### config.mk
export PLATFORM = sky130hd
export DESIGN_NAME = tpam_core
export DESIGN_NICKNAME = d
export VERILOG_FILES = /design/src/verilog/tpam_pkg.sv /design/src/verilog/tpam_core.sv
export VERILOG_INCLUDE_DIRS = /design/src /design/src/verilog
export SDC_FILE = /design/constraint.sdc
export NUM_CORES = 1
export LEC_CHECK = 0
export ABC_CLOCK_PERIOD_IN_PS = 4150
export BUFFER_PORTS_ARGS = -buffer_cell sky130_fd_sc_hd__buf_2
export CAP_MARGIN = 5
export CORE_MARGIN = 4
export CORE_UTILIZATION = 35
export CTS_CLUSTER_SIZE = 40
export DETAILED_ROUTE_END_ITERATION = 7
export HOLD_SLACK_MARGIN = 0.08
export REMOVE_ABC_BUFFERS = 1
export SLEW_MARGIN = 20
export SYNTH_ARGS = -nofsm -noshare
export SYNTH_HDL_FRONTEND = slang
export SYNTH_SLANG_ARGS = --single-unit
export TNS_END_PERCENT = 10
### constraint.sdc
create_clock -name pclk -period 4.15 [get_ports pclk]
set_clock_uncertainty 0.15 [all_clocks]
set_input_delay 0.83 -clock pclk [delete_from_list [all_inputs] [get_ports pclk]]
set_output_delay 0.83 -clock pclk [all_outputs]
set_load 0.05 [all_outputs]
### src/verilog/tpam_defines.svh
`ifndef TPAM_DEFINES_SVH
`define TPAM_DEFINES_SVH
`define TPAM_OFF_CTRL 12'h000
`define TPAM_OFF_TTL 12'h004
`define TPAM_OFF_PHASE 12'h008
`define TPAM_OFF_DEPTH 12'h00C
`define TPAM_OFF_SHAPE 12'h010
`define TPAM_OFF_AMFREQ 12'h014
`define TPAM_OFF_CARRIER 12'h018
`define TPAM_OFF_CMD 12'h01C
`define TPAM_OFF_STATUS 12'h020
`define TPAM_OFF_ERR 12'h024
`define TPAM_CTRL_SYNC 0
`define TPAM_CTRL_LEGTRIG 1
`define TPAM_CTRL_UNLKERR 2
`define TPAM_CTRL_EXTONLY 3
`define TPAM_CTRL_DEG 4
`define TPAM_CTRL_MINSEL 5
`define TPAM_CTRL_MAXSEL 6
`define TPAM_CMD_TRIG 0
`define TPAM_CMD_REF 1
`define TPAM_CTRL_RST 32'h0000_0001
`define TPAM_PHASE_MAX_MRAD 32'sd6283
`define TPAM_PHASE_MAX_DEG 32'sd360
`define TPAM_DEPTH_MAX 8'h78
`define TPAM_DEPTH_RST 8'h64
`define TPAM_AMFREQ_MIN_MHZ 32'h0000_000A
`define TPAM_AMFREQ_MAX_MHZ 32'h0131_2D00
`define TPAM_AMFREQ_RST_MHZ 32'h0001_86A0
`define TPAM_CAR_MAX_HZ 32'h00E4_E1C0
`define TPAM_CAR_MAX_TR_HZ 32'h0001_86A0
`define TPAM_CAR_RST_HZ 32'h0000_03E8
`define TPAM_ERR_UNLOCK 16'h0244
`define TPAM_PULSE_NS 100
`define TPAM_CLK_NS 8
`endif

### src/verilog/tpam_pkg.sv
package tpam_pkg;
    typedef enum logic [2:0] {
        TPAM_SH_SIN = 3'h0,
        TPAM_SH_SQU = 3'h1,
        TPAM_SH_TRI = 3'h2,
        TPAM_SH_RAMP = 3'h3,
        TPAM_SH_NOIS = 3'h4,
        TPAM_SH_USER = 3'h5
    } tpam_shape_t;
    typedef enum logic [2:0] {
        TPAM_P_IDLE = 3'b001,
        TPAM_P_HIGH = 3'b010,
        TPAM_P_DONE = 3'b100
    } tpam_pst_t;
    typedef struct packed {
        logic [7:0] depth;
        logic [2:0] shape;
        logic ext_only;
        logic int_enable;
        logic [31:0] mod_freq_mhz;
    } tpam_am_t;
endpackage

### src/verilog/tpam_core.sv
// How it works
// - Sync state reads back 0 when disabled, 1 when enabled.
// - Trigger command emits a positive pulse on front trigger, ignoring legacy bit.
// - Trigger command pulses every enabled backplane line low.
// - Legacy trigger output bit is stored and read but steers nothing.
// - Eight backplane source enables, each off after reset.
// - Backplane enable readback is 0 or 1 per line.
// - Phase commands act only when the phase-lock option is fitted.
// - Phase offset limited to +-2pi rad or +-360 deg; min/max pick ends.
// - Periodic shapes take zero phase at rising zero crossing.
// - Arbitrary shapes take zero phase at first stored sample.
// - Phase offset is kept apart from burst start phase.
// - Phase offset always reads back in milliradians.
// - Reference command restarts zero phase, leaves offset alone.
// - Unlock error enable off at reset; on with lock loss posts 580.
// - Unlock error enable reads back 0 or 1.
// - Depth 0 to 120 percent, min/max pick ends, reset 100.
// - External only: depth follows modulation input, 5 V peak is 100.
// - Six modulating shapes, sine at reset; noise carrier refused.
// - Shape reads back as its code.
// - Modulating frequency 10 mHz to 20 kHz, reset 100 Hz.
// - Carrier limited to 15 MHz, 100 kHz for triangle and ramp.
// - Depth reads back in percent.
// - External only disables the internal modulating source.
`timescale 1ns/1ps
`default_nettype none
`include "tpam_defines.svh"
module tpam_core #(
    parameter bit OPT_PHASE = 1'b1
) (
    input wire logic pclk,
    input wire logic presetn,
    input wire logic psel,
    input wire logic penable,
    input wire logic pwrite,
    input wire logic [11:0] paddr,
    input wire logic [31:0] pwdata,
    output logic [31:0] prdata,
    output logic pready,
    output logic pslverr,
    input wire logic pll_locked,
    input wire logic carrier_is_tri_ramp,
    input wire logic carrier_is_noise_dc,
    input wire logic arb_selected,
    input wire logic [7:0] ext_mod_depth,
    output logic sync_enable,
    output logic front_trig_out,
    output logic [7:0] ttltrg_out_n,
    output logic [7:0] ttltrg_oe,
    output logic signed [31:0] phase_offset_mrad,
    output logic phase_zero_ref,
    output logic phase_align_rise,
    output logic [31:0] carrier_freq_hz,
    output tpam_pkg::tpam_am_t am_cfg,
    output logic [7:0] modulation_depth_setting_eff,
    output logic err_post,
    output logic [15:0] err_code
);
    localparam int PULSE_CYC = (`TPAM_PULSE_NS + `TPAM_CLK_NS - 1) / `TPAM_CLK_NS;
    localparam int DEG_MRAD_NUM = 6283;

    function automatic logic [31:0] clamp_u(input logic [31:0] v, input logic [31:0] lo,
                                            input logic [31:0] hi);
        clamp_u = (v < lo) ? lo : ((v > hi) ? hi : v);
    endfunction

    logic [31:0] ctrl_r;
    logic [7:0] ttl_en_r;
    logic signed [31:0] phase_r;
    logic [7:0] depth_r;
    logic [2:0] shape_r;
    logic [31:0] amfreq_r;
    logic [31:0] carrier_r;
    logic [15:0] err_r;
    logic lock_d_r;
    logic [7:0] pcnt_r;
    tpam_pkg::tpam_pst_t pst_r;
    logic [31:0] rd_nxt;

    wire wr = psel && penable && pwrite;
    wire bad_addr = (paddr[1:0] != 2'b00) || (paddr > `TPAM_OFF_ERR);
    wire cmd_wr = wr && !bad_addr && (paddr == `TPAM_OFF_CMD);
    wire trig_cmd = cmd_wr && pwdata[`TPAM_CMD_TRIG];
    wire ref_cmd = cmd_wr && pwdata[`TPAM_CMD_REF] && OPT_PHASE;
    wire minsel = ctrl_r[`TPAM_CTRL_MINSEL];
    wire maxsel = ctrl_r[`TPAM_CTRL_MAXSEL];
    wire val_wr = wr && !bad_addr && (paddr == `TPAM_OFF_PHASE || paddr == `TPAM_OFF_DEPTH ||
                                      paddr == `TPAM_OFF_AMFREQ);

    assign pready = 1'b1;
    assign pslverr = psel && penable && bad_addr;

    // Control bits; legacy trigger bit is held only
    always_ff @(posedge pclk or negedge presetn) begin
        if (!presetn) begin
            ctrl_r <= `TPAM_CTRL_RST;
        end else if (wr && !bad_addr && paddr == `TPAM_OFF_CTRL) begin
            ctrl_r <= {25'h0, pwdata[6:0]};
        end else if (val_wr) begin
            ctrl_r[`TPAM_CTRL_MAXSEL:`TPAM_CTRL_MINSEL] <= 2'b00;
        end
    end

    // Backplane source enables
    always_ff @(posedge pclk or negedge presetn) begin
        if (!presetn) begin
            ttl_en_r <= 8'h00;
        end else if (wr && !bad_addr && paddr == `TPAM_OFF_TTL) begin
            ttl_en_r <= pwdata[7:0];
        end
    end

    // Phase offset, degrees converted to mrad, kept apart from burst phase
    always_ff @(posedge pclk or negedge presetn) begin
        if (!presetn) begin
            phase_r <= 32'sd0;
        end else if (OPT_PHASE && wr && !bad_addr && paddr == `TPAM_OFF_PHASE) begin
            if (minsel) begin
                phase_r <= -`TPAM_PHASE_MAX_MRAD;
            end else if (maxsel) begin
                phase_r <= `TPAM_PHASE_MAX_MRAD;
            end else if (ctrl_r[`TPAM_CTRL_DEG]) begin
                if ($signed(pwdata) > `TPAM_PHASE_MAX_DEG ||
                    $signed(pwdata) < -`TPAM_PHASE_MAX_DEG) begin
                    phase_r <= phase_r;
                end else begin
                    phase_r <= 32'(($signed(pwdata) * DEG_MRAD_NUM) / 360);
                end
            end else if ($signed(pwdata) <= `TPAM_PHASE_MAX_MRAD &&
                         $signed(pwdata) >= -`TPAM_PHASE_MAX_MRAD) begin
                phase_r <= $signed(pwdata);
            end
        end
    end

    // Depth with range
    always_ff @(posedge pclk or negedge presetn) begin
        if (!presetn) begin
            depth_r <= `TPAM_DEPTH_RST;
        end else if (wr && !bad_addr && paddr == `TPAM_OFF_DEPTH) begin
            if (minsel) begin
                depth_r <= 8'h00;
            end else if (maxsel) begin
                depth_r <= `TPAM_DEPTH_MAX;
            end else if (pwdata <= 32'(`TPAM_DEPTH_MAX)) begin
                depth_r <= pwdata[7:0];
            end
        end
    end

    // Modulating shape, invalid codes refused
    always_ff @(posedge pclk or negedge presetn) begin
        if (!presetn) begin
            shape_r <= tpam_pkg::TPAM_SH_SIN;
        end else if (wr && !bad_addr && paddr == `TPAM_OFF_SHAPE && pwdata[2:0] <= 3'h5) begin
            shape_r <= pwdata[2:0];
        end
    end

    // Modulating frequency clamp
    always_ff @(posedge pclk or negedge presetn) begin
        if (!presetn) begin
            amfreq_r <= `TPAM_AMFREQ_RST_MHZ;
        end else if (wr && !bad_addr && paddr == `TPAM_OFF_AMFREQ) begin
            if (minsel) begin
                amfreq_r <= `TPAM_AMFREQ_MIN_MHZ;
            end else if (maxsel) begin
                amfreq_r <= `TPAM_AMFREQ_MAX_MHZ;
            end else begin
                amfreq_r <= clamp_u(pwdata, `TPAM_AMFREQ_MIN_MHZ, `TPAM_AMFREQ_MAX_MHZ);
            end
        end
    end

    // Carrier limit by shape
    always_ff @(posedge pclk or negedge presetn) begin
        if (!presetn) begin
            carrier_r <= `TPAM_CAR_RST_HZ;
        end else if (wr && !bad_addr && paddr == `TPAM_OFF_CARRIER) begin
            carrier_r <= clamp_u(pwdata, 32'h1, carrier_is_tri_ramp ?
                                 `TPAM_CAR_MAX_TR_HZ : `TPAM_CAR_MAX_HZ);
        end else if (carrier_is_tri_ramp && carrier_r > `TPAM_CAR_MAX_TR_HZ) begin
            carrier_r <= `TPAM_CAR_MAX_TR_HZ;
        end
    end

    // Trigger pulse sequencer
    always_ff @(posedge pclk or negedge presetn) begin
        if (!presetn) begin
            pst_r <= tpam_pkg::TPAM_P_IDLE;
            pcnt_r <= 8'h00;
        end else begin
            case (pst_r)
                tpam_pkg::TPAM_P_IDLE: begin
                    if (trig_cmd) begin
                        pst_r <= tpam_pkg::TPAM_P_HIGH;
                        pcnt_r <= 8'(PULSE_CYC - 1);
                    end
                end
                tpam_pkg::TPAM_P_HIGH: begin
                    if (pcnt_r == 8'h00) begin
                        pst_r <= tpam_pkg::TPAM_P_DONE;
                    end else begin
                        pcnt_r <= pcnt_r - 8'h01;
                    end
                end
                tpam_pkg::TPAM_P_DONE: begin
                    pst_r <= tpam_pkg::TPAM_P_IDLE;
                end
                default: begin
                    pst_r <= tpam_pkg::TPAM_P_IDLE;
                end
            endcase
        end
    end

    always_ff @(posedge pclk or negedge presetn) begin
        if (!presetn) begin
            front_trig_out <= 1'b0;
            ttltrg_out_n <= 8'hFF;
            ttltrg_oe <= 8'h00;
        end else begin
            front_trig_out <= (pst_r == tpam_pkg::TPAM_P_HIGH);
            ttltrg_out_n <= (pst_r == tpam_pkg::TPAM_P_HIGH) ? ~ttl_en_r : 8'hFF;
            ttltrg_oe <= ttl_en_r;
        end
    end

    // Zero-phase reference pulse; offset untouched
    always_ff @(posedge pclk or negedge presetn) begin
        if (!presetn) begin
            phase_zero_ref <= 1'b0;
            phase_align_rise <= 1'b1;
        end else begin
            phase_zero_ref <= ref_cmd;
            phase_align_rise <= !arb_selected;
        end
    end

    // Unlock error posting
    always_ff @(posedge pclk or negedge presetn) begin
        if (!presetn) begin
            lock_d_r <= 1'b1;
            err_r <= 16'h0000;
            err_post <= 1'b0;
        end else begin
            lock_d_r <= pll_locked;
            err_post <= 1'b0;
            if (OPT_PHASE && ctrl_r[`TPAM_CTRL_UNLKERR] && lock_d_r && !pll_locked) begin
                err_r <= `TPAM_ERR_UNLOCK;
                err_post <= 1'b1;
            end else if (wr && !bad_addr && paddr == `TPAM_OFF_ERR) begin
                err_r <= 16'h0000;
            end
        end
    end

    // Datapath outputs
    always_ff @(posedge pclk or negedge presetn) begin
        if (!presetn) begin
            sync_enable <= 1'b1;
            phase_offset_mrad <= 32'sd0;
            carrier_freq_hz <= `TPAM_CAR_RST_HZ;
            am_cfg.depth <= `TPAM_DEPTH_RST;
            am_cfg.shape <= 3'h0;
            am_cfg.ext_only <= 1'b0;
            am_cfg.int_enable <= 1'b1;
            am_cfg.mod_freq_mhz <= `TPAM_AMFREQ_RST_MHZ;
            modulation_depth_setting_eff <= `TPAM_DEPTH_RST;
        end else begin
            sync_enable <= ctrl_r[`TPAM_CTRL_SYNC];
            phase_offset_mrad <= phase_r;
            carrier_freq_hz <= carrier_r;
            am_cfg.depth <= depth_r;
            am_cfg.shape <= shape_r;
            am_cfg.ext_only <= ctrl_r[`TPAM_CTRL_EXTONLY];
            am_cfg.int_enable <= !ctrl_r[`TPAM_CTRL_EXTONLY] && !carrier_is_noise_dc;
            am_cfg.mod_freq_mhz <= amfreq_r;
            modulation_depth_setting_eff <= ctrl_r[`TPAM_CTRL_EXTONLY] ? ext_mod_depth : depth_r;
        end
    end
    assign err_code = err_r;

    // Read decode
    always_comb begin
        rd_nxt = 32'h0000_0000;
        case (paddr)
            `TPAM_OFF_CTRL: rd_nxt = ctrl_r;
            `TPAM_OFF_TTL: rd_nxt = {24'h0, ttl_en_r};
            `TPAM_OFF_PHASE: rd_nxt = phase_r;
            `TPAM_OFF_DEPTH: rd_nxt = {24'h0, depth_r};
            `TPAM_OFF_SHAPE: rd_nxt = {29'h0, shape_r};
            `TPAM_OFF_AMFREQ: rd_nxt = amfreq_r;
            `TPAM_OFF_CARRIER: rd_nxt = carrier_r;
            `TPAM_OFF_STATUS: rd_nxt = {29'h0, OPT_PHASE, pll_locked,
                                        pst_r != tpam_pkg::TPAM_P_IDLE};
            `TPAM_OFF_ERR: rd_nxt = {16'h0, err_r};
            default: rd_nxt = 32'h0000_0000;
        endcase
    end

    // Read data loaded in the setup phase, stands through access
    always_ff @(posedge pclk or negedge presetn) begin
        if (!presetn) begin
            prdata <= 32'h0000_0000;
        end else if (psel && !penable && !pwrite) begin
            prdata <= rd_nxt;
        end
    end

    depth_range_a: assert property (@(posedge pclk) disable iff (!presetn)
        depth_r <= `TPAM_DEPTH_MAX) else $error("depth over range");
    trig_pulse_a: assert property (@(posedge pclk) disable iff (!presetn)
        trig_cmd && pst_r == tpam_pkg::TPAM_P_IDLE |=> ##1 front_trig_out)
        else $error("trigger pulse missing");
    ttl_disabled_a: assert property (@(posedge pclk) disable iff (!presetn)
        (ttltrg_out_n | $past(ttl_en_r)) == 8'hFF) else $error("disabled line pulsed");
    phase_range_a: assert property (@(posedge pclk) disable iff (!presetn)
        phase_r <= `TPAM_PHASE_MAX_MRAD && phase_r >= -`TPAM_PHASE_MAX_MRAD)
        else $error("phase out of range");
    ref_keeps_a: assert property (@(posedge pclk) disable iff (!presetn)
        ref_cmd |=> $stable(phase_r)) else $error("reference changed offset");
    unlock_err_a: assert property (@(posedge pclk) disable iff (!presetn)
        OPT_PHASE && ctrl_r[`TPAM_CTRL_UNLKERR] && lock_d_r && !pll_locked
        |=> err_post && err_code == `TPAM_ERR_UNLOCK) else $error("no unlock error");
    freq_range_a: assert property (@(posedge pclk) disable iff (!presetn)
        amfreq_r >= `TPAM_AMFREQ_MIN_MHZ && amfreq_r <= `TPAM_AMFREQ_MAX_MHZ)
        else $error("mod freq out of range");
    ext_only_a: assert property (@(posedge pclk) disable iff (!presetn)
        ctrl_r[`TPAM_CTRL_EXTONLY] |=> !am_cfg.int_enable && modulation_depth_setting_eff == $past(ext_mod_depth))
        else $error("internal source active");
    sync_follow_a: assert property (@(posedge pclk) disable iff (!presetn)
        sync_enable == $past(ctrl_r[`TPAM_CTRL_SYNC])) else $error("sync state mismatch");
    oe_follow_a: assert property (@(posedge pclk) disable iff (!presetn)
        ttltrg_oe == $past(ttl_en_r)) else $error("line enable mismatch");
    ttl_pulse_a: assert property (@(posedge pclk) disable iff (!presetn)
        ttltrg_out_n == (front_trig_out ? ~ttltrg_oe : 8'hFF))
        else $error("backplane pulse mismatch");
    front_width_a: assert property (@(posedge pclk) disable iff (!presetn)
        $rose(front_trig_out) |-> front_trig_out [*8] ##1 front_trig_out [*5]
        ##1 !front_trig_out) else $error("trigger pulse width");
    shape_valid_a: assert property (@(posedge pclk) disable iff (!presetn)
        shape_r <= 3'h5) else $error("shape code invalid");
    carrier_tri_a: assert property (@(posedge pclk) disable iff (!presetn)
        carrier_is_tri_ramp |=> carrier_r <= `TPAM_CAR_MAX_TR_HZ)
        else $error("carrier over limit");
    ref_pulse_a: assert property (@(posedge pclk) disable iff (!presetn)
        ref_cmd |=> phase_zero_ref) else $error("reference pulse missing");
    keyword_clear_a: assert property (@(posedge pclk) disable iff (!presetn)
        val_wr |=> !minsel && !maxsel) else $error("keyword left armed");
endmodule
`default_nettype wire

==> out/qor.yml <==
worst_setup_hold_path_clk_slew_ns: 0.07
final_wirelength_um: 104800
worst_ep_arrival_time_ns: 23.12
placement.setup.worst_slack_ns: -20.13
core-area_mm2: 0.07939
synth_top_family_by_area: "compound AO/OA/AOI/OAI gates"
setup_repair_after_global_routing_missed_its_margin: "yes"
ctsLongestPathBuffers: 3
numClockSinks: 305
relSlewSlack_pct: 38.02
ctsRootBufferMaster: "clkbuf_16"
cp_slowest_stage_delay_ns: 0.54
boundaryPins: 249
syn_inst: 3287
start_util_pct: 35.50
finalMaxSlewViolations: 0
portBuffers: 234
worst-slew-pin-transition_ns: 0.9298
drtPass1Iterations: 8
avgViaCountPerCell: 5.468
finalWorstSetupSlack_ns: -18.70
post_synth_fa_ha_maj_area_fraction_pct: 14.76
crit_path_start_kind: "input pin"
synth_enable_flop_cells: 0
drc: 0
via_count: 30010
ant_nets: 0
place_congestion: 0.9290
critical_path.n_buffers_inverters: 22
final_layout_size_suffix_gt1_share_pct: 41.49
clock_tree.htree_level_count: 1
endpoint_kind: "flip-flop"
cp.required_ns: 4.42
max_cap_viol_count: 0
report.final.setup_viol: 32
synthMuxAreaShare_pct: 3.477
postCtsHoldBufs: 0
timing.final.crit_period_ns: 22.85
synthArstFlopShare_pct: 100.0
flop_and_latch_count_out_of_synthesis: 305
critical_path.top_delay_family: "compound AO/OA/AOI/OAI gates"
grt_pass1_vias: 29960
achievable-frequency_ghz: 0.04377
yosysUniqueCellTypes: 140
first_pass_grt_wire_length_um: 162900
overflow: 0
post_synth.cell_area_avg_um2: 8.573
grt_start_max_net_pins: 86
timing_worst_setup_path_type: "in -> reg"
path_common_cell: "buf_4"
clock_insertion_delay_worst_skew_ns: 0.56
dpl.hpwl_um: 81200
chipHeight_um: 291.7
die-area_mm2: 0.08511
drt-wirelength-per-cell_um: 19.09
outcome: "finished, violations left"
gr-usage-all-layers_pct: 23.10
floorplan.die.width_um: 291.7
synth_compound_gate_area_share_pct: 25.08
failed_checks: "setup timing"
synthSimpleGateAreaFrac_pct: 18.28
critical_path.slowest_cell: "fa_1"
mappedNetlistArea_mm2: 0.02818
report.final.hold_viol_count: 0
dr.first_iter.drc_count: 2030
cts_tree: "yes"
inserted_clock_buffers: 25
min-delay-path-class: "in -> async"
synth-main-ff-cell: "dfrtp_1"
rows: 103
yosys.area_share.xor_xnor_pct: 5.226
area_delta_synth_final_pct: 47.43
grt_antenna_before_repair: 3
layout.nets: 4758
final.period_utilization_pct: 550.5
crit_path_max_fanout: 7
yosys_warnings: 0
synth_sequential_area_ratio_pct: 27.29
final timing paths:
| check | from | end | slack [ns] | cells past startpoint |
|---|---|---|---|---|
| min in group pclk | amfreq_r[10]$_DFFE_PN1P_ | am_cfg[10]$_DFF_PN1_ | 0.22 | 0 |
| worst max-delay path | pwdata[6] | phase_r[8]$_DFFE_PN0P_ | -18.70 | 103 |
| max in group asynchronous | presetn | phase_offset_mrad[28]$_DFF_PN0_ | 2.76 | 2 |
| worst max register to register | carrier_r[2]$_DFFE_PN0P_ | carrier_r[17]$_DFFE_PN0P_ | 1.29 | 11 |
| worst min register to register | amfreq_r[10]$_DFFE_PN1P_ | am_cfg[10]$_DFF_PN1_ | 0.22 | 0 |
| worst min-delay path | presetn | am_cfg[0]$_DFF_PN0_ | 0.11 | 1 |
per-stage QoR:
step | utilization (%) | hold slack [ns] | TNS (ns) | instance area (um2) | cells
floorplan | - | 0.2104 | -698.96 | 27510 | 3138
global placement | 46.64 | 0.2137 | -618.20 | 37020 | 5338
detailed placement | 46.64 | 0.2153 | -623.37 | 37020 | 5338
CTS | 50.37 | 0.1309 | -568.30 | 39990 | 5451
global route | 52.33 | 0.1648 | -607.38 | 41540 | 5487
finish | 52.33 | 0.1093 | -582.78 | 41540 | 5488
worst register-to-register path: stages (launching register included):
cell and delay (ns):
dfrtp_1 0.42, or4_1 0.54, o21ai_0 0.16, nand2b_1 0.10, a21oi_1 0.18, o21ai_0 0.12
and3_1 0.21, o21ai_1 0.17, inv_1 0.17, nor2_1 0.17, buf_4 0.23, a22o_1 0.17
sequential cells by signal, indices dropped and copies added (netlist names), 3 cells and up:
register	flops
am_cfg	45
amfreq_r	32
carrier_freq_hz	32
carrier_r	32
ctrl_r	7
depth_r	8
modulation_depth_setting_eff	8
pcnt_r	8
phase_offset_mrad	32
phase_r	32
prdata	32
pst_r	3
shape_r	3
ttl_en_r	8
ttltrg_oe	8
ttltrg_out_n	8
layout by cell type, fill, tap and decap left out, types with 19 or more instances in the layout:
cell type  instances
a211oi_1          19
a211oi_2          20
a21o_1            36
a21oi_1          157
a21oi_2           35
a222oi_1          24
a22o_1            29
a31oi_1           33
and2_1            26
and3_1            38
buf_2            229
buf_4            973
buf_6             32
clkbuf_16         25
dfrtp_1          258
dfstp_2           47
fa_1              83
ha_1             156
ha_4              32
inv_1            224
mux2_2            22
mux2i_1           46
nand2_1          299
nand2b_1          20
nand3_1           66
nand4_1           55
nor2_1           237
nor3_1            70
nor4_1            29
o211ai_1          34
o21ai_0          174
o21ai_1           46
o21ai_2           19
o31ai_1           28
or3_1             22
xnor2_1           92
xnor2_2           20
xor2_1            30
synth_stat cells, types with 28 or more instances:
master | instances | area share, %
xnor2_1 | 111 | 3.5
mux2i_1 | 57 | 2.0
nor4_1 | 46 | 1.0
ha_1 | 194 | 8.6
nand2_1 | 310 | 4.1
a21oi_1 | 193 | 3.4
o21ai_0 | 194 | 3.4
or3_1 | 28 | 0.62
dfstp_2 | 47 | 4.4
o211ai_1 | 34 | 0.91
nor3_1 | 86 | 1.5
and2_1 | 29 | 0.64
fa_1 | 85 | 6.0
inv_1 | 243 | 3.2
xor2_1 | 37 | 1.2
o21ai_1 | 48 | 0.85
a31oi_1 | 43 | 0.95
o31ai_1 | 35 | 0.93
dfrtp_1 | 258 | 23
and3_1 | 45 | 1.0
nor2_1 | 248 | 3.3
a21o_1 | 39 | 1.0
clkbuf_1 | 106 | 1.4
a211oi_1 | 41 | 1.1
a22o_1 | 31 | 0.96
nand4_1 | 55 | 1.2
nand3_1 | 72 | 1.3
what timing repair did:
item                                    in CTS  in global routing
cloned                                       2                  1
setup buffers                               65                 38
gates resized for setup                    288                249
pin swaps                                  134                121
endpoints found under the setup margin      32                 32
hold endpoints to repair                     0                  0
area by class of cell:
| cell class | instances | area, um2 |
|---|---|---|
| clock inverters | 12 | 205.2 |
| diodes | 1 | 2.502 |
| inverters | 248 | 945.9 |
| well taps | 1050 | 1314 |
| fillers | 7271 | 37840 |
| clock buffers | 34 | 719.4 |
| flip-flops and latches | 305 | 7691 |
| repair buffers | 1252 | 9139 |
| multi-input cells | 2586 | 21530 |
per-layer routing:
metal / part of all wire (%) / wire, um / up-vias / track usage, %
met3: 4.9 / 5175 / 202 / 2.213
met4: 3.2 / 3390 / 6 / 6.818
met2: 49 / 51520 / 907 / 40.59
met1: 43 / 44640 / 14590 / 30.24
li1: - / - / 14300 / -
met5: 0.040 / 42 / - / 0
cells by family after synthesis:
logic type	count (synthesis)
AO/OA/AOI/OAI	997
flip-flops	305
buffers and inverters	409
other	2
multiplexers	90
AND/OR/NAND/NOR	1045
adder cells (fa/ha/maj)	282
XOR/XNOR	157
Power is left out: the tool's default activity adds up to more than one toggle a clock period on the data nets, which glitch-free logic cannot reach.
